$ cat src/verilog/sleep_ctrl_consts.svh
// Purpose: timing constants for the sram sleep control
// Assumes: 50 MHz system clock
// Notes:   cycle counts are sram clock cycles
`ifndef SLEEP_CTRL_CONSTS_SVH
`define SLEEP_CTRL_CONSTS_SVH
`define ENTRY_CYCLES        2'h2
`define WAKE_CYCLES         2'h2
`define CLK_PERIOD_NS       20
`define RECOVERY_NS         20
`define RECOVERY_CYCLES     (((`RECOVERY_NS + `CLK_PERIOD_NS - 1) / `CLK_PERIOD_NS) < 1 ? 1 : \
                             ((`RECOVERY_NS + `CLK_PERIOD_NS - 1) / `CLK_PERIOD_NS))
`endif

$ cat src/verilog/sleep_ctrl_pkg.sv
// Purpose: types for the sram sleep control
// Assumes: nothing
// Notes:   none
`default_nettype none
package sleep_ctrl_pkg;
    typedef enum logic [1:0] {ST_AWAKE, ST_ENTER, ST_ASLEEP, ST_WAKE} sleep_state_t;
    typedef struct packed {
        logic asleep;
        logic recovering;
        logic access_ok;
        logic outputs_off;
    } sleep_status_t;
endpackage
`default_nettype wire

$ cat src/verilog/sram_sleep_mode_control.sv
// Purpose: sleep entry and wake sequencing of a synchronous burst sram
// Assumes: sleep_request meets setup and hold to sys_clk
// Notes:   gates accesses and data drivers; datapath is outside
`include "sleep_ctrl_consts.svh"
`default_nettype none
module sram_sleep_mode_control
    import sleep_ctrl_pkg::*;
(
    // clock and reset
    input  wire logic          sys_clk,
    input  wire logic          rst,
    // sleep request from controller
    input  wire logic          sleep_request,
    // access request from the command decoder
    input  wire logic          cmd_access,
    input  wire logic          cmd_write,
    // gated access and data output enable (low means drive)
    output logic               access_en,
    output logic               write_en,
    output logic               dq_oe_n,
    output sleep_ctrl_pkg::sleep_status_t status
);
    import sleep_ctrl_pkg::*;

    // ----------------------------------------
    // sequencer
    // ----------------------------------------
    sleep_state_t state_r, state_nxt;
    logic [1:0]   cnt_r, cnt_nxt;
    logic [1:0]   rec_r, rec_nxt;

    always_comb
    begin
        state_nxt = state_r;
        cnt_nxt   = cnt_r;
        rec_nxt   = (rec_r != 2'h0) ? rec_r - 2'h1 : 2'h0;
        unique case (state_r)
            ST_AWAKE:
            begin
                if (sleep_request)
                begin
                    state_nxt = ST_ENTER;
                    cnt_nxt   = `ENTRY_CYCLES - 2'h1;
                end
            end
            ST_ENTER:
            begin
                // a request dropped here is not aborted: sleep is reached, then left
                if (cnt_r == 2'h1)
                    state_nxt = ST_ASLEEP;
                cnt_nxt = cnt_r - 2'h1;
            end
            ST_ASLEEP:
            begin
                // only the request level ends sleep, never a timer
                if (!sleep_request)
                begin
                    state_nxt = ST_WAKE;
                    cnt_nxt   = `WAKE_CYCLES - 2'h1;
                end
            end
            ST_WAKE:
            begin
                if (cnt_r == 2'h1)
                begin
                    state_nxt = ST_AWAKE;
                    rec_nxt   = 2'(`RECOVERY_CYCLES);
                end
                cnt_nxt = cnt_r - 2'h1;
            end
        endcase
    end

    always_ff @(posedge sys_clk or posedge rst)
    begin
        if (rst)
        begin
            state_r <= ST_AWAKE;
            cnt_r   <= 2'h0;
            rec_r   <= 2'h0;
        end
        else
        begin
            state_r <= state_nxt;
            cnt_r   <= cnt_nxt;
            rec_r   <= rec_nxt;
        end
    end

    // ----------------------------------------
    // gating
    // ----------------------------------------
    logic awake;
    assign awake = (state_r == ST_AWAKE);

    // memory array and burst state see no strobe outside awake, so they hold
    assign access_en = awake && cmd_access;
    // writes held off during recovery as a guard on top of controller duty
    // reads stay open during recovery; only writes wait for the counter
    assign write_en  = access_en && cmd_write && (rec_r == 2'h0);
    assign dq_oe_n   = !awake;

    assign status.asleep      = (state_r == ST_ASLEEP);
    assign status.recovering  = (state_r == ST_WAKE) || (rec_r != 2'h0);
    assign status.access_ok   = awake && (rec_r == 2'h0);
    assign status.outputs_off = !awake;
endmodule // sram_sleep_mode_control
`default_nettype wire

$ cat config.mk
export PLATFORM = sky130hd
export DESIGN_NAME = sram_sleep_mode_control
export DESIGN_NICKNAME = d
export VERILOG_FILES = /design/src/verilog/sleep_ctrl_pkg.sv /design/src/verilog/sram_sleep_mode_control.sv
export VERILOG_INCLUDE_DIRS = /design/src /design/src/verilog
export SDC_FILE = /design/constraint.sdc
export NUM_CORES = 1
export LEC_CHECK = 0
export BUFFER_PORTS_ARGS = -buffer_cell sky130_fd_sc_hd__clkbuf_2
export CORE_AREA = 4 4 41 43
export DETAILED_ROUTE_END_ITERATION = 6
export DIE_AREA = 0 0 45 47
export SLEW_MARGIN = 10
export SYNTH_ARGS = -nofsm -noshare
export SYNTH_HDL_FRONTEND = slang
export SYNTH_SLANG_ARGS = --single-unit
$ cat constraint.sdc
create_clock -name sys_clk -period 1.75 [get_ports sys_clk]
set_clock_uncertainty 0.05 [all_clocks]
set_input_delay 0.175 -clock sys_clk [delete_from_list [all_inputs] [get_ports sys_clk]]
set_output_delay 0.175 -clock sys_clk [all_outputs]
set_load 0.05 [all_outputs]
==> impl_metrics.yaml, run 1 <==
timing:
  timing.final.max_slew_violations: 0
  worst_slew_margin_rel_pct: 81.6
  report.final.setup_viol: 0
  rsz0062_at_grt: "no"
  worstMarginPinSlew_ns: 0.277
  setup_total_negative_slack_ns: 0
  final.period_utilization_pct: 95.4
  min_period_ns: 1.67
  fmaxAchievable_mhz: 599
  report.final.hold_viol_count: 0
min_path:
  worst_hold_path_type: "in -> async"
placed_design:
  detailed_place_hpwl_um: 576
  gp_congestion: 0.664
  port_buffers: 11
logic_synthesis:
  syn_nets: 47
  yosysWarnings: 0
  yosysUniqueCellTypes: 18
  post_synth_main_area_contributors: "sky130_fd_sc_hd__dfrtp_1, sky130_fd_sc_hd__ha_1, sky130_fd_sc_hd__inv_1"
  synth_seq_area_share_pct: 40.0
  netlist_instances: 37
  post_synth_most_frequent_cells: "sky130_fd_sc_hd__dfrtp_1, sky130_fd_sc_hd__inv_1, sky130_fd_sc_hd__ha_1"
  synth_enable_flop_cells: 0
  synth.top_cell.area_share_pct: 40.0
  summed_instance_area_of_the_synthesized_netlist_um2: 375
  ys_flop_type: "sky130_fd_sc_hd__dfrtp_1"
  yosysTopAreaCell: "sky130_fd_sc_hd__dfrtp_1"
  average_instance_area_after_synthesis_um2: 10.1
  ys_ff_latch: 6
  synthArstFlopShare_pct: 100
die:
  dieArea_um2: 2120
  std_cell_rows: 13
  num_io_pins: 12
  design.core.area_um2: 1300
  initial_core_util_pct: 28.8
  overall_die_width_um: 45
  die_height_um: 47
cts:
  clk_latency_ns: 0.25
  cts.sinks: 6
  clock_pin_slew_of_the_registers_on_the_worst_case_setup_and_hold_paths_ns: 0.04
  clockBufferDepth: 2
  cts_made_buffers: 3
  cts_tree: "done"
  cts_root_buffer_type: "sky130_fd_sc_hd__clkbuf_4"
  cts_max_level: 1
drt:
  vias_per_cell: 4.23
  detailedRoute.firstIterationViolations: 1
  vias: 292
  wire_length_reported_by_the_detailed_router_um: 740
  drcViolationCount: 0
  ant_nets: 0
  drt_first_pass_iters: 4
  route.detailed.wl_per_inst_um: 10.7
critical_path:
  max_stage_delay_ns: 0.39
  top_fanout_value_on_the_critical_path: 3
  worstSetupPathType: "reg -> out"
  slowest_stage: "sky130_fd_sc_hd__dfrtp_1"
  ordered_cell_list_for_the_critical_path: "ha_1 > or3_1 > buf_2"
  timing.critical_path.from_type: "flop"
  cp_top_family: "flip-flops"
  critical_path_required_ns: 1.52
  worstPathBufferInverterCount: 1
  timing.reg2reg.setup_slack_ns: 0.20
  end_kind: "primary output"
  worstPathArrival_ns: 1.45
final_layout:
  regArea_um2: 150
  layout-drive-gt1-share_pct: 48.1
  finish.net_count: 66
  synth_to_final_area_change_pct: 41.7
  fillCellCount: 145
  area_of_the_multi_input_gates_um2: 224
  insertedDiodeCount: 0
global_route:
  grt_first_pass_wirelength_mm: 1.26
  grt_util_all_layers_pct: 8.78
  initial_antenna_violation_count: 0
  first_global_vias: 289
  maximum_number_of_pins_on_one_net_before_global_route_repair: 7
  grt_remaining_overflow: 0
run_status:
  outcome: "completed"
job:
  cap_violations: 0
==> metal layers <==
metal,track usage (%),vias up,routed length (um)
met1,9.84,126,325
met2,12.1,9,346
met5,0,-,0
met3,6.13,2,62
li1,-,155,-
met4,5.26,0,4
==> flip-flops by register name, indices dropped and copies added, names as in the netlist <==
register	cells
cnt_r	2
rec_r	2
state_r	2
==> cell families (layout without fill, tap and decap cells) <==
kind of cell	Yosys count	count (layout)	share of synthesized area, %
fa+ha+maj	5	5	16.7
buf+inv	7	24	8.00
simple gates	12	12	16.7
compound gates	5	5	11.0
flops	6	6	40.0
mux	2	2	7.66
==> placed cells by master (no fill, tap or decap) <==
cell type	synthesis	final
sky130_fd_sc_hd__and2_2	0	1
sky130_fd_sc_hd__and3_2	0	1
sky130_fd_sc_hd__buf_2	0	2
sky130_fd_sc_hd__o21a_4	1	1
sky130_fd_sc_hd__dfrtp_1	6	6
sky130_fd_sc_hd__a21oi_1	1	1
sky130_fd_sc_hd__buf_4	1	3
sky130_fd_sc_hd__or3_1	1	1
sky130_fd_sc_hd__mux2i_2	1	1
sky130_fd_sc_hd__mux2_4	1	1
sky130_fd_sc_hd__nor2b_1	1	1
sky130_fd_sc_hd__ha_1	5	3
sky130_fd_sc_hd__nor3_4	0	1
sky130_fd_sc_hd__ha_4	0	1
sky130_fd_sc_hd__nand2_1	1	1
sky130_fd_sc_hd__o21ai_0	2	2
sky130_fd_sc_hd__and3_1	2	1
sky130_fd_sc_hd__ha_2	0	1
sky130_fd_sc_hd__clkbuf_4	0	3
sky130_fd_sc_hd__dlygate4sd3_1	0	1
sky130_fd_sc_hd__clkbuf_2	0	8
sky130_fd_sc_hd__nand3b_1	1	1
sky130_fd_sc_hd__buf_6	0	1
sky130_fd_sc_hd__o32a_2	1	1
sky130_fd_sc_hd__nor2_1	4	4
sky130_fd_sc_hd__inv_1	6	6
==> final timing paths <==
check,startpoint,end,cells past startpoint
setup / recovery,state_r[0],status[2],3
hold / removal,rst,cnt_r[0],3
setup reg to reg,state_r[0],state_r[1],5
hold reg to reg,cnt_r[1],cnt_r[1],2
max in group asynchronous,rst,rec_r[1],3
min in group sys_clk,sleep_request,cnt_r[0],4
==> cell type report <==
| class | count | share of cell area (%) |
|---|---|---|
| timing repair buffer | 15 | 17.6 |
| clock buffer | 3 | 4.24 |
| multi-input combinational | 24 | 42.1 |
| tap | 15 | 3.53 |
| inverter | 6 | 4.24 |
| sequential | 6 | 28.2 |
==> tightest hold or removal path: cells and delay by family <==
kind | cells | cell delay (ns)
buf+inv | 3 | 0.81
==> repair_timing <==
item                                    in CTS  in global routing
endpoints found under the hold margin        6                  0
cloned                                       0                  0
gates resized for setup                      2                  5
endpoints found under the setup margin       1                  3
hold buffers                                 1                  0
setup buffers                                2                  0
==> stage by stage <==
stage	util [%]	cells	hold slack, ns	setup slack, ns	cell area, um^2
finish	40.9	69	0.319	0.0798	532
global route	40.9	69	0.329	0.0118	532
CTS	39.8	69	0.325	0.0155	518
detailed placement	35.8	63	0.0345	0.183	465
global placement	35.8	63	0.0361	0.203	465
floorplan	-	37	-0.0840	0.114	392
Power of run 1 is not shown: default switching activity piles up to over one toggle a cycle in this logic, so the estimate is an artifact.
==> run 2, diff against run 1 <==
--- a/config.mk
+++ b/config.mk
@@ -10,6 +10,7 @@
 export CORE_AREA = 4 4 41 43
 export DETAILED_ROUTE_END_ITERATION = 6
 export DIE_AREA = 0 0 45 47
+export REMOVE_ABC_BUFFERS = 1
 export SLEW_MARGIN = 10
 export SYNTH_ARGS = -nofsm -noshare
 export SYNTH_HDL_FRONTEND = slang
==> impl_metrics.yaml, run 2 (synthesis results as in run 1) <==
drt:
  vias_per_cell: 4.42
  ant_nets: 0
  drcViolationCount: 0
  detailedRoute.firstIterationViolations: 0
  wire_length_reported_by_the_detailed_router_um: 687
  drt_first_pass_iters: 1
  route.detailed.wl_per_inst_um: 10.3
  vias: 296
timing:
  final.hold.worst_slack_ns: 0.324
  worst_slew_margin_rel_pct: 80.8
  timing.final.max_slew_violations: 0
  report.final.setup_viol: 0
  min_period_ns: 1.68
  worstMarginPinSlew_ns: 0.288
  final.period_utilization_pct: 96.2
  rsz0062_at_grt: "no"
  fmaxAchievable_mhz: 594
  report.final.hold_viol_count: 0
critical_path:
  timing.critical_path.from_type: "flop"
  critical_path_required_ns: 1.52
  end_kind: "primary output"
  top_fanout_value_on_the_critical_path: 4
  worstSetupPathType: "reg -> out"
  worstPathArrival_ns: 1.46
placed_design:
  gp_congestion: 0.678
  port_buffers: 11
  detailed_place_hpwl_um: 568
cts:
  cts_max_level: 1
  clk_latency_ns: 0.24
  clock_pin_slew_of_the_registers_on_the_worst_case_setup_and_hold_paths_ns: 0.04
  cts_tree: "done"
  cts.sinks: 6
  clockBufferDepth: 2
  cts_made_buffers: 3
  cts_root_buffer_type: "sky130_fd_sc_hd__clkbuf_4"
final_layout:
  mostFrequentLayoutCell: "sky130_fd_sc_hd__clkbuf_2"
  reg_top3: "cnt_r: 2 flops, rec_r: 2 flops, state_r: 2 flops"
  finish.utilization_pct: 38.7
  finish.net_count: 64
  insertedDiodeCount: 0
  layout-drive-gt1-share_pct: 38.5
  synth_to_final_area_change_pct: 34.0
  most-common-layout-cells: "sky130_fd_sc_hd__clkbuf_2, sky130_fd_sc_hd__inv_1, sky130_fd_sc_hd__dfrtp_1"
min_path:
  worst_hold_path_type: "in -> async"
global_route:
  grt_util_all_layers_pct: 8.21
  initial_antenna_violation_count: 0
  grt_first_pass_wirelength_mm: 1.17
  maximum_number_of_pins_on_one_net_before_global_route_repair: 7
  first_global_vias: 262
  grt_remaining_overflow: 0
die:
  overall_die_width_um: 45
  initial_core_util_pct: 28.8
  num_io_pins: 12
  std_cell_rows: 13
  die_height_um: 47
  design.core.area_um2: 1300
  dieArea_um2: 2120
job:
  cap_violations: 0
run_status:
  outcome: "completed"
run 2: metrics by stage:
stage,setup TNS (ns),setup WS (ns),std cells,area [um^2]
5_1_grt,0,0.00131,67,503
3_5_place_dp,0,0.195,63,449
3_3_place_gp,0,0.214,63,449
2_1_floorplan,-0.896,-0.735,36,368
4_1_cts,0,0.00127,67,487
6_report,0,0.0669,67,503
run 2: repair_timing:
item                                   CTS  global route
gates resized for setup                  2             6
endpoints found under the hold margin    6             0
setup buffers                            0             0
hold buffers                             1             0
setup endpoints to repair                2             3
run 2: worst paths after layout:
path                            cells after the start    endpoint     startpoint  slack (ns)
min in group sys_clk                                4    cnt_r[1]  sleep_request        0.36
worst max-delay path                                3   status[2]     state_r[0]        0.07
max in group asynchronous                           3  state_r[1]            rst        1.14
worst min-delay path                                3    rec_r[0]            rst        0.32
worst min register to register                      1    rec_r[0]       rec_r[0]        0.48
worst max register to register                      5  state_r[1]     state_r[0]        0.17
run 2: area by class of cell:
cell class,count,area [um^2]
fillers,149,798
multi-input cells,24,208
flip-flops and latches,6,150
well taps,15,18.8
repair buffers,13,81.3
inverters,6,22.5
clock buffers,3,22.5
run 2: critical path, stage by stage, from the launching register on:
cell and delay, ns:
sky130_fd_sc_hd__dfrtp_1 0.41, sky130_fd_sc_hd__ha_1 0.24, sky130_fd_sc_hd__or3_1 0.36, sky130_fd_sc_hd__buf_2 0.21
run 2: per-layer routing:
layer  routed length [um]  track usage [%]  vias to the layer above
li1                     -                -                      151
met2                  330             13.0                        8
met1                  292             8.16                      135
met3                   58             6.13                        2
met4                    5             3.51                        0
met5                    0                0                        -
Power of run 2 is left out for the same reason.
==> run 3, diff against run 2 <==
==> constraint.sdc (replaced) <==
create_clock -name sys_clk -period 2.2 [get_ports sys_clk]
set_clock_uncertainty 0.05 [all_clocks]
set_input_delay 0.22 -clock sys_clk [delete_from_list [all_inputs] [get_ports sys_clk]]
set_output_delay 0.22 -clock sys_clk [all_outputs]
set_load 0.05 [all_outputs]
==> impl_metrics.yaml, run 3 (synthesis results as in run 1) <==
die:
  initial_core_util_pct: 28.8
  overall_die_width_um: 45
  design.core.area_um2: 1300
  die_height_um: 47
  dieArea_um2: 2120
  std_cell_rows: 13
  num_io_pins: 12
cts:
  clk_latency_ns: 0.24
  clock_pin_slew_of_the_registers_on_the_worst_case_setup_and_hold_paths_ns: 0.04
  hold_fix_buffer_count_after_cts: 1
  cts_tree: "done"
  cts_max_level: 1
  cts_root_buffer_type: "sky130_fd_sc_hd__clkbuf_4"
  post_cts_resize_count: 0
  cts.sinks: 6
  postCtsSetupBuffers: 0
  cts_made_buffers: 3
  clockBufferDepth: 2
placed_design:
  gp_congestion: 0.712
  port_buffers: 11
  detailed_place_hpwl_um: 534
final_layout:
  reg_top3: "cnt_r: 2 flops, rec_r: 2 flops, state_r: 2 flops"
  finish.net_count: 63
  layout-drive-gt1-share_pct: 35.3
  mostFrequentLayoutCell: "sky130_fd_sc_hd__clkbuf_2"
  most-common-layout-cells: "sky130_fd_sc_hd__clkbuf_2, sky130_fd_sc_hd__inv_1, sky130_fd_sc_hd__dfrtp_1"
  insertedDiodeCount: 0
  synth_to_final_area_change_pct: 26.3
  fillCellCount: 148
critical_path:
  timing.rr.end: "state_r[1]"
  startpoint: "state_r[0]"
  timing.critical_path.from_type: "flop"
  worstPathBufferInverterCount: 2
  cp_top_family: "flip-flops"
  worstPathArrival_ns: 1.57
  worstSetupPathType: "reg -> out"
  end_kind: "primary output"
  critical_path_required_ns: 1.93
  r2r_cells: 5
  worst-path-stages: 5
  crit-reg2reg-launch: "state_r[0]"
  slowest_stage: "sky130_fd_sc_hd__dfrtp_1"
  timing.reg2reg.setup_slack_ns: 0.55
  ordered_cell_list_for_the_critical_path: "inv_1 > ha_1 > and2_1 > and3_1 > clkbuf_2"
  critPathCapture: "write_en"
  max_stage_delay_ns: 0.41
  top_fanout_value_on_the_critical_path: 4
run_status:
  outcome: "completed"
global_route:
  grt_remaining_overflow: 0
  grt_util_all_layers_pct: 7.49
  grt_first_pass_wirelength_mm: 1.06
  first_global_vias: 281
  initial_antenna_violation_count: 0
  maximum_number_of_pins_on_one_net_before_global_route_repair: 7
timing:
  setup_total_negative_slack_ns: 0
  report.final.hold_viol_count: 0
  rsz0062_at_grt: "no"
  final.period_utilization_pct: 83.6
  worstMarginPinSlew_ns: 0.285
  min_period_ns: 1.84
  report.final.setup_viol: 0
  worst_slew_margin_rel_pct: 80.6
  fmaxAchievable_mhz: 544
  timing.final.max_slew_violations: 0
job:
  cap_violations: 0
drt:
  vias: 287
  detailedRoute.firstIterationViolations: 0
  ant_nets: 0
  vias_per_cell: 4.35
  wire_length_reported_by_the_detailed_router_um: 643
  drt_first_pass_iters: 1
  route.detailed.wl_per_inst_um: 9.74
  drcViolationCount: 0
min_path:
  worst_hold_path_type: "in -> reg"
## run 3: cell types whose count changed in the layout (fill, tap and decap cells not counted), sizes merged
cell	before	now
clkbuf	11	14
buf	4	0
## run 3: worst min path at each step
stage,start,slack [ns],cells past startpoint,end
6_report,sleep_request,0.30,3,cnt_r[0]
5_1_grt,sleep_request,0.35,3,cnt_r[0]
4_1_cts,sleep_request,0.30,3,cnt_r[1]
3_5_place_dp,rst,0.08,2,cnt_r[1]
3_3_place_gp,rst,0.08,2,cnt_r[1]
2_1_floorplan,rst,-0.04,1,cnt_r[0]
## run 3: area by class of cell
type / instances / area (um^2) / share of cell area, %
Clock buffer: 3 / 22.5 / 4.75
Tap cell: 15 / 18.8 / 3.96
Inverter: 6 / 22.5 / 4.75
Sequential cell: 6 / 150 / 31.7
Multi-Input combinational cell: 24 / 195 / 41.2
Timing Repair Buffer: 12 / 65.1 / 13.7
## run 3: through the flow
stage	util (%)	area [um^2]	cells	hold slack, ns	setup slack [ns]
after CTS	36.4	474	66	0.302	0.339
after global placement	33.9	442	62	0.0840	0.589
after detailed placement	33.9	442	62	0.0763	0.552
final	36.4	474	66	0.301	0.362
after global routing	36.4	474	66	0.347	0.250
after floorplan	-	368	36	-0.0390	-0.330
## run 3: layer usage
metal | part of all wire (%) | wire, um | up-vias | GRT usage, %
met1 | 43 | 276 | 130 | 7.46
met4 | 0 | 0 | 0 | 3.51
met3 | 7.5 | 48 | 0 | 5.75
li1 | - | - | 149 | -
met2 | 49 | 317 | 8 | 11.6
met5 | 0 | 0 | - | 0
## run 3: tightest hold or removal path: stages
cell	delay [ns]
sky130_fd_sc_hd__clkbuf_2	0.09
sky130_fd_sc_hd__mux2i_2	0.10
sky130_fd_sc_hd__a21oi_1	0.13
Power of run 3 is left out for the same reason.
